## config.mk

```make
export PLATFORM = sky130hd
export DESIGN_NAME = dram_host_ctrl
export DESIGN_NICKNAME = d
export VERILOG_FILES = /design/src/shared/dram_host_pkg.sv /design/src/core/dram_host_ctrl.sv /design/src/core/refresh_timer.sv
export VERILOG_INCLUDE_DIRS = /design/src /design/src/shared
export SDC_FILE = /design/constraint.sdc
export NUM_CORES = 1
export LEC_CHECK = 0
export ABC_CLOCK_PERIOD_IN_PS = 1800
export BUFFER_PORTS_ARGS = -buffer_cell sky130_fd_sc_hd__clkbuf_2
export CORE_UTILIZATION = 52
export DETAILED_ROUTE_END_ITERATION = 8
export GPL_ROUTABILITY_DRIVEN = 0
export PLACE_DENSITY = 0.76
export SYNTH_ARGS = -nofsm -noshare
export SYNTH_HDL_FRONTEND = slang
export SYNTH_SLANG_ARGS = --single-unit
```

## constraint.sdc

```tcl
create_clock -name sys_clk -period 1.8 [get_ports sys_clk]
set_input_delay 0.36 -clock sys_clk [delete_from_list [all_inputs] [get_ports sys_clk]]
set_output_delay 0.36 -clock sys_clk [all_outputs]
set_load 0.05 [all_outputs]
```

## src/shared/dram_host_map.svh

```systemverilog
`ifndef DRAM_HOST_MAP_SVH
`define DRAM_HOST_MAP_SVH

// ----------------------------------------------------------------
// clock and rounding helpers
// ----------------------------------------------------------------
`define CLK_PERIOD_NS 40
// least times round up, longest times round down
`define CYC_MIN(ns) (((ns) + `CLK_PERIOD_NS - 1) / `CLK_PERIOD_NS)
`define CYC_MAX(ns) ((ns) / `CLK_PERIOD_NS)

// ----------------------------------------------------------------
// strobe timing of the memory, in ns
// ----------------------------------------------------------------
`define ROW_PRECHARGE_NS 120
`define ROW_PULSE_WIDTH_MIN_NS 200
`define ROW_PULSE_WIDTH_MAX_NS 5000
`define COL_ACCESS_TIME_NS 135
`define COL_PULSE_MIN_NS 135
`define ROW_STROBE_HOLD_NS 135
`define WRITE_PULSE_NS 55
`define WRITE_LEAD_NS 70
`define REFRESH_INTERVAL_NS 2000000

// ----------------------------------------------------------------
// derived cycle counts
// ----------------------------------------------------------------
`define RP_CYC `CYC_MIN(`ROW_PRECHARGE_NS)
`define RAS_MIN_CYC `CYC_MIN(`ROW_PULSE_WIDTH_MIN_NS)
`define RAS_MAX_CYC `CYC_MAX(`ROW_PULSE_WIDTH_MAX_NS)
`define CAS_HOLD_CYC `CYC_MIN(`COL_ACCESS_TIME_NS)
`define WE_HOLD_CYC `CYC_MIN(`WRITE_LEAD_NS)
`define PAGE_SLACK_CYC 16
`define ROW_COUNT 64
`define REFRESH_ROW_CYC (`CYC_MAX(`REFRESH_INTERVAL_NS) / `ROW_COUNT)
`define INIT_REFRESHES 8

// ----------------------------------------------------------------
// address split
// ----------------------------------------------------------------
`define ROW_MSB 11
`define ROW_LSB 6
`define COL_MSB 5
`define COL_LSB 0

`endif

```

## src/shared/dram_host_pkg.sv

```systemverilog
`default_nettype none
package dram_host_pkg;

  typedef enum {
    S_IDLE,
    S_ROW,
    S_RAS,
    S_COL,
    S_CAS,
    S_WE,
    S_CEND,
    S_REF,
    S_PRE
  } ctrl_state_t;

  typedef struct packed {
    ctrl_state_t state;
    logic [3:0] cnt;
    logic [7:0] ras_cnt;
    logic [3:0] init_cnt;
    logic [5:0] ref_row;
    logic refresh;
    logic [11:0] addr;
    logic write;
    logic rmw;
    logic wdata;
    logic rdata;
    logic rsp_valid;
    logic ref_ack;
    logic ras_n;
    logic cas_n;
    logic we_n;
    logic cs_n;
    logic [5:0] pins;
    logic din;
  } ctrl_regs_t;

endpackage
`default_nettype wire

```

## src/core/dram_host_ctrl.sv

```systemverilog
// Notes on behaviour
// - Address goes out on six lines: row half first, then column half.
// - Every row is refreshed at least once per refresh period.
// - Eight refresh cycles follow power-up before any access is served.
// - Row strobe is never held low beyond its maximum pulse width.
`timescale 1ns/1ps
`default_nettype none
`include "dram_host_map.svh"

module dram_host_ctrl #(
  parameter int REFRESH_ROW_CYCLES = `REFRESH_ROW_CYC,
  parameter int INIT_REFRESHES = `INIT_REFRESHES
) (
  input wire logic sys_clk,
  input wire logic reset_n,
  // user side
  input wire logic req_valid,
  output logic req_ready,
  input wire logic req_write,
  input wire logic req_rmw,
  input wire logic [11:0] req_addr,
  input wire logic req_wdata,
  output logic rsp_valid,
  output logic rsp_rdata,
  output logic init_done,
  // memory pins
  output logic ras_n,
  output logic cas_n,
  output logic we_n,
  output logic cs_n,
  output logic [5:0] muxed_address_lines,
  output logic din,
  input wire logic dout
);

  dram_host_pkg::ctrl_regs_t q, d;
  logic ref_due;
  logic take;
  logic page_ok;

  // ----------------------------------------------------------------
  // address decode helpers
  // ----------------------------------------------------------------
  function automatic logic [5:0] row_of(input logic [11:0] a);
    row_of = a[`ROW_MSB:`ROW_LSB];
  endfunction

  function automatic logic [5:0] col_of(input logic [11:0] a);
    col_of = a[`COL_MSB:`COL_LSB];
  endfunction

  // ----------------------------------------------------------------
  // refresh pacing
  // ----------------------------------------------------------------
  refresh_timer #(
    .INTERVAL(REFRESH_ROW_CYCLES)
  ) u_refresh_timer (
    .sys_clk(sys_clk),
    .reset_n(reset_n),
    .ack(q.ref_ack),
    .due(ref_due)
  );

  // ----------------------------------------------------------------
  // request acceptance
  // ----------------------------------------------------------------
  // page continues only with slack left under the row pulse limit
  assign page_ok = (q.ras_cnt < 8'(`RAS_MAX_CYC - `PAGE_SLACK_CYC));
  assign init_done = (q.init_cnt == 4'(INIT_REFRESHES));
  always_comb begin
    req_ready = 1'b0;
    if (q.state == dram_host_pkg::S_IDLE) begin
      req_ready = init_done && !ref_due;
    end else if (q.state == dram_host_pkg::S_CEND) begin
      req_ready = !ref_due && page_ok && (row_of(req_addr) == row_of(q.addr));
    end
  end
  assign take = req_valid && req_ready;

  // ----------------------------------------------------------------
  // strobe sequencer
  // ----------------------------------------------------------------
  always_comb begin
    d = q;
    d.rsp_valid = 1'b0;
    d.ref_ack = 1'b0;
    // row time is tracked to keep page bursts bounded
    if (!q.ras_n && q.ras_cnt != 8'hFF) begin
      d.ras_cnt = q.ras_cnt + 8'h01;
    end
    case (q.state)
      dram_host_pkg::S_IDLE: begin
        if (take) begin
          d.addr = req_addr;
          d.write = req_write || req_rmw;
          d.rmw = req_rmw;
          d.wdata = req_wdata;
          d.refresh = 1'b0;
          d.pins = row_of(req_addr);
          d.cs_n = 1'b0;
          d.state = dram_host_pkg::S_ROW;
        end else if (ref_due || !init_done) begin
          d.refresh = 1'b1;
          d.pins = q.ref_row;
          d.state = dram_host_pkg::S_ROW;
        end
      end
      dram_host_pkg::S_ROW: begin
        // address settled a cycle before the fall
        d.ras_n = 1'b0;
        d.ras_cnt = 8'h00;
        d.cnt = 4'h0;
        d.state = q.refresh ? dram_host_pkg::S_REF : dram_host_pkg::S_RAS;
      end
      dram_host_pkg::S_REF: begin
        d.cnt = q.cnt + 4'h1;
        if (q.cnt == 4'(`RAS_MIN_CYC - 1)) begin
          d.ras_n = 1'b1;
          d.ref_row = q.ref_row + 6'h01;
          d.ref_ack = 1'b1;
          if (!init_done) begin
            d.init_cnt = q.init_cnt + 4'h1;
          end
          d.cnt = 4'h0;
          d.state = dram_host_pkg::S_PRE;
        end
      end
      dram_host_pkg::S_RAS: begin
        // row hold met by one cycle; column half goes out now
        d.pins = col_of(q.addr);
        d.we_n = !(q.write && !q.rmw);
        d.din = q.wdata;
        d.state = dram_host_pkg::S_COL;
      end
      dram_host_pkg::S_COL: begin
        // late column fall trades row access for column access timing
        d.cas_n = 1'b0;
        d.cnt = 4'h0;
        d.state = dram_host_pkg::S_CAS;
      end
      dram_host_pkg::S_CAS: begin
        d.cnt = q.cnt + 4'h1;
        if (q.cnt == 4'(`CAS_HOLD_CYC - 1)) begin
          d.cnt = 4'h0;
          if (q.rmw) begin
            d.rdata = dout;
            d.we_n = 1'b0;
            d.state = dram_host_pkg::S_WE;
          end else begin
            if (!q.write) begin
              d.rdata = dout;
            end
            d.cas_n = 1'b1;
            d.we_n = 1'b1;
            d.rsp_valid = 1'b1;
            d.state = dram_host_pkg::S_CEND;
          end
        end
      end
      dram_host_pkg::S_WE: begin
        // write strobe lead ahead of both strobes rising
        d.cnt = q.cnt + 4'h1;
        if (q.cnt == 4'(`WE_HOLD_CYC - 1)) begin
          d.cas_n = 1'b1;
          d.we_n = 1'b1;
          d.rsp_valid = 1'b1;
          d.state = dram_host_pkg::S_CEND;
        end
      end
      dram_host_pkg::S_CEND: begin
        // column precharge: one cycle here plus S_COL
        if (take) begin
          d.addr = req_addr;
          d.write = req_write || req_rmw;
          d.rmw = req_rmw;
          d.wdata = req_wdata;
          d.pins = col_of(req_addr);
          d.we_n = !(req_write && !req_rmw);
          d.din = req_wdata;
          d.state = dram_host_pkg::S_COL;
        end else begin
          d.ras_n = 1'b1;
          d.cs_n = 1'b1;
          d.cnt = 4'h0;
          d.state = dram_host_pkg::S_PRE;
        end
      end
      dram_host_pkg::S_PRE: begin
        d.cnt = q.cnt + 4'h1;
        if (q.cnt == 4'(`RP_CYC - 1)) begin
          d.cnt = 4'h0;
          d.state = dram_host_pkg::S_IDLE;
        end
      end
      default: begin
        d.state = dram_host_pkg::S_IDLE;
      end
    endcase
  end

  // ----------------------------------------------------------------
  // state register
  // ----------------------------------------------------------------
  always_ff @(posedge sys_clk) begin
    if (!reset_n) begin
      q <= '0;
      q.state <= dram_host_pkg::S_IDLE;
      q.ras_n <= 1'b1;
      q.cas_n <= 1'b1;
      q.we_n <= 1'b1;
      q.cs_n <= 1'b1;
    end else begin
      q <= d;
    end
  end

  // ----------------------------------------------------------------
  // outputs, all from flops
  // ----------------------------------------------------------------
  assign rsp_valid = q.rsp_valid;
  assign rsp_rdata = q.rdata;
  assign ras_n = q.ras_n;
  assign cas_n = q.cas_n;
  assign we_n = q.we_n;
  assign cs_n = q.cs_n;
  assign muxed_address_lines = q.pins;
  assign din = q.din;

endmodule
`default_nettype wire

```

## src/core/refresh_timer.sv

```systemverilog
`timescale 1ns/1ps
`default_nettype none
`include "dram_host_map.svh"

module refresh_timer #(
  parameter int INTERVAL = `REFRESH_ROW_CYC
) (
  input wire logic sys_clk,
  input wire logic reset_n,
  input wire logic ack,
  output logic due
);

  localparam int W = $clog2(INTERVAL + 1);

  typedef struct packed {
    logic [W-1:0] cnt;
    logic due;
  } timer_regs_t;

  timer_regs_t q, d;

  // ----------------------------------------------------------------
  // one row owed per interval
  // ----------------------------------------------------------------
  // set wins over ack so a tick in the ack cycle is not lost
  always_comb begin
    d = q;
    if (ack) begin
      d.due = 1'b0;
    end
    if (q.cnt == W'(INTERVAL - 1)) begin
      d.cnt = '0;
      d.due = 1'b1;
    end else begin
      d.cnt = q.cnt + W'(1);
    end
  end

  always_ff @(posedge sys_clk) begin
    if (!reset_n) begin
      q <= '0;
    end else begin
      q <= d;
    end
  end

  assign due = q.due;

endmodule
`default_nettype wire

```

; ---- After elaboration in Yosys (flattened, before gate mapping)
; Cells that the tools add are included.
[word_totals]
regBits = 95
out_inout_bits = 15
[op_classes]
add_sub_neg = 5
magnitude_cmp = 1
eq_ne = 27
n_mux = 40
bitwise_logic = 2
n_reduce_logical = 45
[op_table]
columns = op, n
row1 = $pmux 32 s9, 1
row2 = $eq 32x3->1 const B, 4
row3 = $mux 36, 3
row4 = $mux 32, 3
row5 = $eq 32x2->1 const B, 2
row6 = $eq 32x4->1 const B, 2
row7 = $logic_not 32->1, 2
row8 = $eq 32x1->1 const B, 1
row9 = $pmux 4 s6, 1
row10 = $ne 2x2->1 const B, 9
row11 = $pmux 6 s3, 1
row12 = $mux 1, 15
row13 = $reduce_and 3->1, 5
row14 = $mux 6, 2
row15 = $reduce_and 2->1, 6
row16 = $add 10x1->10 const B, 1
row17 = $eq 10x10->1 const B, 1
row18 = $reduce_bool 3->1, 3
row19 = $add 4x1->4 const B, 2
row20 = $add 8x1->8 const B, 1
row21 = $eq 4x2->1 const B, 2
row22 = $lt 8x7->1 const B, 1
row23 = $mux 2, 4
row24 = $mux 4, 2
row25 = 22 further kinds, 46

; ---- Logic depth before layout (Yosys ltp)
; Gate-level depths: netlist of run 1.
[depth]
depth_word = 8
depth_mapped = 8
mapped_depth_nobuf = 7

; ---- Modules after synthesis
; Synthesis of run 1 repeated with hierarchy kept, for this count alone.
[unflattened]
hier_cells = 421
hier_area_um2 = 3731.1
[modules_own_cells]
columns = module, n_inst, cells_each, area_per_inst_um2
row1 = dram_host_ctrl, 1, 366, 3226.8
row2 = refresh_timer, 1, 55, 504.2

; ---- Worst setup path after synthesis of run 1
; Ideal clock, no wire load.
[synth_path]
path_kind = register -> register
start = reg q[49] (netlist name)
end = reg q[54] (netlist name)
setup_time_ps = 58
arrival_ps = 1752
required_time_ps = 1742
setup_slack_ps = -10
path_stages_with_launch = 7
synth_period_minus_slack_ps = 1810
cell_sequence = dfxtp_1 ha_1 nor4b_4 o32ai_2 a221o_2 a2111oi_2 o21a_1
[synth_between]
elab_chain_len = 3
elab_cells_between_ends = 9
classes_between = 8 x eq/ne / 1 x reduce/logical
[synth_rtl]
columns = element, line_no
row1 = start: declaration, dram_host_ctrl.sv:36  ; dram_host_pkg::ctrl_regs_t q, d;
row2 = "$eq 4x2->1, or another cell as far along", dram_host_ctrl.sv:190  ; if (q.cnt == 4'(`RP_CYC - 1)) begin
row3 = $ne 2x2->1 (no line), --
row4 = $reduce_and 5->1 (no line) (*), --
; Every way passes the cells marked *; elsewhere a longest branch is shown, timed or not.
; A chain may end at the register's enable or synchronous reset.

; ---- Worst setup path in the final report of run 1
[layout_path]
start = reg q[53] (netlist name)
end = out req_ready
[layout_between]
elab_chain_len = 3
elab_cells_between_ends = 4
classes_between = 1 x eq/ne / 2 x mux / 1 x reduce/logical
[layout_rtl]
columns = element, line_no
row1 = $eq 32x4->1, dram_host_ctrl.sv:74  ; end else if (q.state == dram_host_pkg::S_CEND) begin
row2 = $mux 1, dram_host_ctrl.sv:74
row3 = $mux 1 (*), dram_host_ctrl.sv:72  ; if (q.state == dram_host_pkg::S_IDLE) begin
row4 = end: declaration, dram_host_ctrl.sv:18  ; output logic req_ready,
; Marks and branches as above.

==> flow_summary.json, run 1 <==
{
  "num_vias": 3692,
  "final.setup_skew_ns": 0.007852,
  "slew_headroom": 0.6094,
  "post_cts_hold_buffer_count": 0,
  "area_growth_syn_to_layout_pct": 34.52,
  "ff_latch_area_um2": 1361,
  "detailedPlace.worstSlack_ns": -0.1265,
  "cpPeakStageDelay_ns": 0.36,
  "grt_max_degree": 22,
  "drtAntennaViolNets": 0,
  "die-width_um": 86.65,
  "layout.core_utilization": 0.7297,
  "syn-cell-area_um2": 3726,
  "ys_ff_latch": 67,
  "syn_inst": 431,
  "antenna_cells": 0,
  "unrepaired_setup_endpoints_after_global_routing": "true",
  "finalWirelength_um": 10880,
  "detail_route.wl_per_cell_um": 17.54,
  "grt_antenna_before_repair": 0,
  "drt_pass1_iterations": 5,
  "synth_top_area_share": 0.3600,
  "tightestPinTransition_ns": 0.5852,
  "cts.path.max_buffers": 2,
  "numClockSinks": 67,
  "area_of_combinational_cells_with_multiple_inputs_um2": 2460,
  "die_height_um": 86.65,
  "tritoncts_clock_tree": "done",
  "cts_buffer_count": 9,
  "viasPerCell": 5.955,
  "synth_edf_count": 0,
  "synthDistinctLibCells": 63,
  "setup_viol": 32,
  "worst_setup_hold_path_clk_slew_ns": 0.08,
  "htree_num_levels": 3,
  "rows": 30,
  "finalNetCount": 549,
  "cp_cell_sequence": "buf_4, nor4_4, buf_4, buf_6, nand2_1, nand2_2, buf_12",
  "p_leak_nw": 1.939,
  "floorplan.io_pins": 34,
  "total_routing_usage_gr": 0.2920,
  "cpMaxStageDelayCell": "sky130_fd_sc_hd__dfxtp_2",
  "worstHoldPathType": "primary input to register",
  "clk_latency_ns": 0.35,
  "initial_core_util": 0.5424,
  "critical_path_class": "register to primary output",
  "timing.final.max_slew_violations": 0,
  "globalRoute.totalOverflow": 0,
  "synthesis.nets": 461,
  "worst-path-max-fanout": 5,
  "drtIter0Drc": 249,
  "ys_top_cells_by_area": "sky130_fd_sc_hd__dfxtp_1 (36%), sky130_fd_sc_hd__a21oi_1 (4.7%), sky130_fd_sc_hd__nor2_1 (4.2%)",
  "drc": 0,
  "core_area_um2": 6869,
  "worst_ir_drop_vdd_uv": 803.5,
  "critPathMostFrequentCell": "sky130_fd_sc_hd__buf_4",
  "yosys.area.top_type": "sky130_fd_sc_hd__dfxtp_1",
  "layout-drive-gt1-share": 0.3779,
  "layout_setup_ws_ns": -0.3666,
  "registers.top_by_ff_count": "q",
  "worst-r2r-setup-slack_ns": -0.28,
  "dpl.hpwl_um": 6765,
  "timing.critical_path.from_type": "register",
  "cts.root.buffer_cell": "sky130_fd_sc_hd__clkbuf_8",
  "report.power.total_w": 0.005762,
  "worst-endpoint-required_ns": 1.44,
  "yosys_most_used_dff": "sky130_fd_sc_hd__dfxtp_1",
  "placed_area_um2": 4310,
  "maxCapViolations": 0,
  "ys_warn_count": 0,
  "final.fill_count": 485,
  "hold_violations": 0,
  "largest_register_ff_count": 43,
  "synth_area_per_cell_um2": 8.645,
  "violated_checks": "setup timing",
  "run_status": "finished, violations left",
  "finalWorstPathRequiredPeriod_ns": 2.167,
  "critical_path_buf_inv_count": 4,
  "cp_data_arrival_time_ns": 1.81,
  "fmax_ghz": 0.4616,
  "asyncSetResetFlopFracSynth": 0,
  "power_per_cell_area_nw_per_um2": 1150,
  "endpoint_kind": "primary output",
  "worst_path_dominant_cell_family": "buffers and inverters",
  "fp.dieArea_um2": 7508,
  "port_buffers": 33,
  "post-route-cell-area_um2": 5012,
  "seq_area_frac_synth": 0.3600,
  "period_utilization": 1.204,
  "grt_pass1_wl_um": 17040,
  "vias_in_the_first_global_route": 3597
}
==> through the flow <==
step / hold WS [ns] / std cells / setup TNS [ns]
3_3_place_gp: 0.4481 / 586 / -0.5948
4_1_cts: 0.2386 / 612 / -2.779
2_1_floorplan: 0.4375 / 431 / 0
6_report: 0.2480 / 620 / -3.961
5_1_grt: 0.2616 / 620 / -5.651
3_5_place_dp: 0.4547 / 586 / -1.953
==> cells in the final DEF (no fill, tap or decap), types with 9 or more instances in the layout <==
cell | netlist | layout
sky130_fd_sc_hd__a21oi_1 | 35 | 28
sky130_fd_sc_hd__buf_4 | 13 | 62
sky130_fd_sc_hd__clkbuf_2 | 0 | 31
sky130_fd_sc_hd__clkbuf_8 | 0 | 9
sky130_fd_sc_hd__dfxtp_1 | 67 | 57
sky130_fd_sc_hd__inv_1 | 14 | 9
sky130_fd_sc_hd__mux2i_1 | 13 | 13
sky130_fd_sc_hd__nand2_1 | 25 | 24
sky130_fd_sc_hd__nand3_1 | 29 | 27
sky130_fd_sc_hd__nand4_1 | 12 | 12
sky130_fd_sc_hd__nor2_1 | 42 | 41
sky130_fd_sc_hd__o21ai_2 | 0 | 14
sky130_fd_sc_hd__xnor2_1 | 12 | 12
sky130_fd_sc_hd__xor2_1 | 17 | 17
==> kinds of logic (layout without fill, tap and decap cells) <==
| family | after synthesis | in the layout | share of synthesized area |
|---|---|---|---|
| AO/OA/AOI/OAI | 97 | 97 | 0.1709 |
| XOR/XNOR | 29 | 29 | 0.06817 |
| adder cells (fa/ha/maj) | 11 | 11 | 0.03694 |
| buffers and inverters | 46 | 138 | 0.06682 |
| flip-flops | 67 | 67 | 0.3600 |
| multiplexers | 13 | 13 | 0.03492 |
| AND/OR/NAND/NOR | 168 | 169 | 0.2623 |
==> Yosys cell counts, types with 7 or more instances <==
cell,count
sky130_fd_sc_hd__ha_1,11
sky130_fd_sc_hd__o311ai_1,7
sky130_fd_sc_hd__buf_4,13
sky130_fd_sc_hd__o21ai_1,16
sky130_fd_sc_hd__xnor2_1,12
sky130_fd_sc_hd__inv_1,14
sky130_fd_sc_hd__a21oi_1,35
sky130_fd_sc_hd__mux2i_1,13
sky130_fd_sc_hd__or3_1,8
sky130_fd_sc_hd__nor2_1,42
sky130_fd_sc_hd__xor2_1,17
sky130_fd_sc_hd__buf_2,10
sky130_fd_sc_hd__nand4_1,12
sky130_fd_sc_hd__nor3_1,8
sky130_fd_sc_hd__nand2_1,25
sky130_fd_sc_hd__dfxtp_1,67
sky130_fd_sc_hd__nand3_1,29
==> layout make-up <==
| cell class | count | area share |
|---|---|---|
| sequential | 67 | 0.2716 |
| inverter | 14 | 0.01048 |
| tap | 96 | 0.02396 |
| clock buffer | 11 | 0.02621 |
| clock inverter | 5 | 0.01073 |
| multi-input combinational | 319 | 0.4908 |
| timing repair buffer | 108 | 0.1663 |
==> tightest hold or removal path, delay by kind of cell <==
family / cells / cell delay (ns)
AND/OR/NAND/NOR: 1 / 0.08
multiplexers: 1 / 0.05
buffers and inverters: 1 / 0.08
==> metal layers <==
layer  vias up  routed length, um  GRT usage
li1       1726                  -          -
met1      1775               4505     0.3546
met2       152               5421     0.4928
met3        39                561    0.04667
met4         0                386     0.1636
met5         -                  0          0
==> path summary, 6_finish.rpt <==
path	from	endpoint	depth (start not counted)
worst min-delay path	dout	rsp_rdata$_SDFFE_PN0P_	3
worst max register to register	q[53]$_SDFFE_PN0P_	muxed_address_lines[1]$_SDFFE_PN0P_	8
worst min register to register	q[14]$_SDFFE_PN0P_	q[14]$_SDFFE_PN0P_	2
worst max-delay path	q[53]$_SDFFE_PN0P_	req_ready	7
==> power breakdown <==
group          leakage, nW  switching [W]  total, W  internal [W]
Sequential           0.548       0.000140   0.00178       0.00164
Clock               0.0971       0.000613   0.00125      0.000637
Combinational         1.29        0.00158   0.00273       0.00115
==> repair_timing <==
| action | in CTS | in global routing |
|---|---|---|
| pin swaps | 29 | 17 |
| cloned | 1 | 1 |
| gates resized for setup | 55 | 40 |
| endpoints found under the setup margin | 29 | 43 |
| setup buffers | 10 | 12 |
Power figures use the tool's default switching activity.
==> run 2: changes to the inputs <==
CORE_ASPECT_RATIO = 0.6   (was not set)
CORE_UTILIZATION = 54   (was 52)
PLACE_DENSITY = 0.78   (was 0.76)
==> run 2 against run 1 <==
The run still ends with setup timing left; die area down 3.5%; flip-flop and latch count unchanged; combinational power up 4%; maximum frequency up 3.0%; total power up 17%; highest routed layer unchanged.
==> flow_summary.json, run 2 (synthesis gave the netlist of run 1 again) <==
{
  "run_status": "finished, violations left",
  "violated_checks": "setup timing",
  "finalNetCount": 548,
  "die-width_um": 109.2,
  "critical_path_class": "register to register",
  "clk_latency_ns": 0.34,
  "cpPeakStageDelay_ns": 0.38,
  "floorplan.io_pins": 34,
  "drt_pass1_iterations": 7,
  "initial_core_util": 0.5581,
  "core_area_um2": 6676,
  "detailedPlace.worstSlack_ns": -0.1317,
  "numClockSinks": 67,
  "cts_buffer_count": 9,
  "critical_path_buf_inv_count": 3,
  "critPathMostFrequentCell": "sky130_fd_sc_hd__buf_12",
  "finalWorstPathRequiredPeriod_ns": 2.103,
  "globalRoute.totalOverflow": 0,
  "tightestPinTransition_ns": 0.6397,
  "unrepaired_setup_endpoints_after_global_routing": "true",
  "worst-endpoint-required_ns": 2.01,
  "cp_data_arrival_time_ns": 2.31,
  "seqPwrFrac": 0.270,
  "worst-path-max-fanout": 5,
  "drtAntennaViolNets": 0,
  "largest_register_ff_count": 43,
  "grt_pass1_wl_um": 16750,
  "grt_max_degree": 22,
  "timing.critical_path.from_type": "register",
  "worst_ir_drop_vdd_uv": 905.5,
  "drtIter0Drc": 412,
  "cts.root.buffer_cell": "sky130_fd_sc_hd__clkbuf_16",
  "cp_cell_sequence": "buf_12, buf_12, nor4b_4, buf_4, a2bb2oi_4, a31oi_4, o311ai_4, o41ai_1",
  "worst_path_dominant_cell_family": "compound AO/OA/AOI/OAI gates",
  "finalWirelength_um": 12070,
  "holdCritStartpoint": "req_addr[3]",
  "worst-r2r-setup-slack_ns": -0.30,
  "rows": 23,
  "fmax_ghz": 0.4756,
  "endpoint_kind": "register",
  "layout.cells.most_common": "sky130_fd_sc_hd__buf_4",
  "post-route-cell-area_um2": 5197,
  "maxCapViolations": 0,
  "placed_area_um2": 4382,
  "rr_startpoint": "q[52]$_SDFFE_PN0P_",
  "viasPerCell": 6.290,
  "internal-power_w": 0.004230,
  "die_height_um": 66.35,
  "vias_in_the_first_global_route": 3383,
  "worstHoldPathCells": 3,
  "drc": 0,
  "ff_to_ff_end": "q[50]$_SDFFE_PN0P_",
  "hold_path_end": "q[20]$_SDFFE_PN0P_",
  "fp.dieArea_um2": 7248,
  "cts.path.max_buffers": 2,
  "clock_power_share": 0.309,
  "period_utilization": 1.168,
  "dpl.hpwl_um": 7438,
  "detail_route.wl_per_cell_um": 19.78,
  "htree_num_levels": 3,
  "finalHoldWorstSlack_ns": 0.2673,
  "layout_setup_ws_ns": -0.3028,
  "netSwitchingFraction": 0.3708,
  "final.fill_count": 406,
  "worstHoldPathType": "primary input to register",
  "layout-drive-gt1-share": 0.3843,
  "final_cell_mix": "sky130_fd_sc_hd__buf_4 (60), sky130_fd_sc_hd__dfxtp_1 (57), sky130_fd_sc_hd__nor2_1 (41), sky130_fd_sc_hd__clkbuf_2 (31), sky130_fd_sc_hd__a21oi_1 (28)",
  "slew_headroom": 0.5730,
  "final.setup_skew_ns": 0.007296,
  "tritoncts_clock_tree": "done",
  "timing.reg2reg.worst_path_depth": 8,
  "ff_latch_area_um2": 1361,
  "p_leak_nw": 2.036,
  "area_of_combinational_cells_with_multiple_inputs_um2": 2454,
  "registers.top_by_ff_count": "q",
  "hold_violations": 0,
  "layout.core_utilization": 0.7785,
  "total_routing_usage_gr": 0.3091,
  "port_buffers": 33,
  "antenna_cells": 0,
  "timing.final.max_slew_violations": 0,
  "combinational_group_share_of_total_power": 0.421,
  "setup_viol": 33,
  "num_vias": 3837,
  "cpMaxStageDelayCell": "sky130_fd_sc_hd__nor4b_4",
  "worst_setup_hold_path_clk_slew_ns": 0.06,
  "power_per_cell_area_nw_per_um2": 1293,
  "netSwitchingPower_w": 0.002492,
  "area_growth_syn_to_layout_pct": 39.49,
  "grt_antenna_before_repair": 0
}
[run 2: cell types whose count changed in the layout (fill, tap and decap cells not counted), moves of 2 or more]
| cell | before | now |
|---|---|---|
| sky130_fd_sc_hd__clkbuf_8 | 9 | 0 |
| sky130_fd_sc_hd__clkinv_2 | 3 | 1 |
| sky130_fd_sc_hd__buf_4 | 62 | 60 |
| sky130_fd_sc_hd__nor3_2 | 3 | 5 |
| sky130_fd_sc_hd__bufinv_16 | 1 | 3 |
| sky130_fd_sc_hd__clkbuf_1 | 2 | 0 |
| sky130_fd_sc_hd__buf_12 | 5 | 8 |
| sky130_fd_sc_hd__inv_6 | 0 | 3 |
| sky130_fd_sc_hd__nor3_1 | 6 | 4 |
| sky130_fd_sc_hd__o21ai_4 | 1 | 3 |
| sky130_fd_sc_hd__o21ai_2 | 14 | 11 |
| sky130_fd_sc_hd__clkbuf_16 | 0 | 10 |
[run 2: stage by stage]
stage	std cells	TNS, ns	total power, W
5_1_grt	610	-6.676	0.006944
3_3_place_gp	583	-0.2309	0.004077
3_5_place_dp	583	-2.042	0.004120
2_1_floorplan	431	0	0.003364
4_1_cts	603	-3.400	0.006289
6_report	610	-4.772	0.006722
[run 2: worst max-delay path by stage]
stage	start	end	slack, ns	cells past startpoint
2_1_floorplan	q[36]$_SDFFE_PN0P_	muxed_address_lines[0]$_SDFFE_PN0P_	0.005	7
3_3_place_gp	q[40]$_SDFFE_PP0P_	muxed_address_lines[3]$_SDFFE_PN0P_	-0.04	8
3_5_place_dp	q[53]$_SDFFE_PN0P_	q[52]$_SDFFE_PN0P_	-0.13	7
4_1_cts	q[41]$_SDFFE_PP0P_	req_ready	-0.23	8
5_1_grt	q[52]$_SDFFE_PN0P_	q[50]$_SDFFE_PN0P_	-0.32	8
6_report	q[52]$_SDFFE_PN0P_	q[50]$_SDFFE_PN0P_	-0.30	8
[run 2: area by class of cell]
type                    count  area share
inverters                  14     0.01011
clock buffers               9     0.04333
clock inverters             7     0.02335
repair buffers            108      0.1683
flip-flops and latches     67      0.2619
multi-input cells         318      0.4721
well taps                  87     0.02094
[run 2: what timing repair did]
item	4_1_cts	5_1_grt
buffers inserted	4	6
hold buffers	0	0
endpoints found under the setup margin	32	38
pin swaps	11	29
endpoints found under the hold margin	0	0
resized for setup	22	62
gates cloned	0	1
[run 2: worst register-to-register path, delay by kind of cell, from the launching register on]
| kind | cells | cell delay [ns] |
|---|---|---|
| DFF | 1 | 0.34 |
| buffers and inverters | 3 | 0.46 |
| AOI/OAI and AO/OA | 4 | 0.79 |
| and+or+nand+nor | 1 | 0.38 |
[run 2: power groups by stage]
stage          combinational [W]  clock [W]  sequential, W
5_1_grt                  0.00296    0.00216        0.00182
3_5_place_dp             0.00232          0        0.00180
2_1_floorplan            0.00149          0        0.00187
6_report                 0.00283    0.00208        0.00181
3_3_place_gp             0.00229          0        0.00179
4_1_cts                  0.00243    0.00208        0.00178
[run 2: layer usage]
layer,vias up,share of wire,track usage
met5,-,0,0
li1,1725,-,-
met1,1850,0.42,0.4008
met3,40,0.094,0.09458
met4,0,0.024,0.1333
met2,222,0.46,0.4733
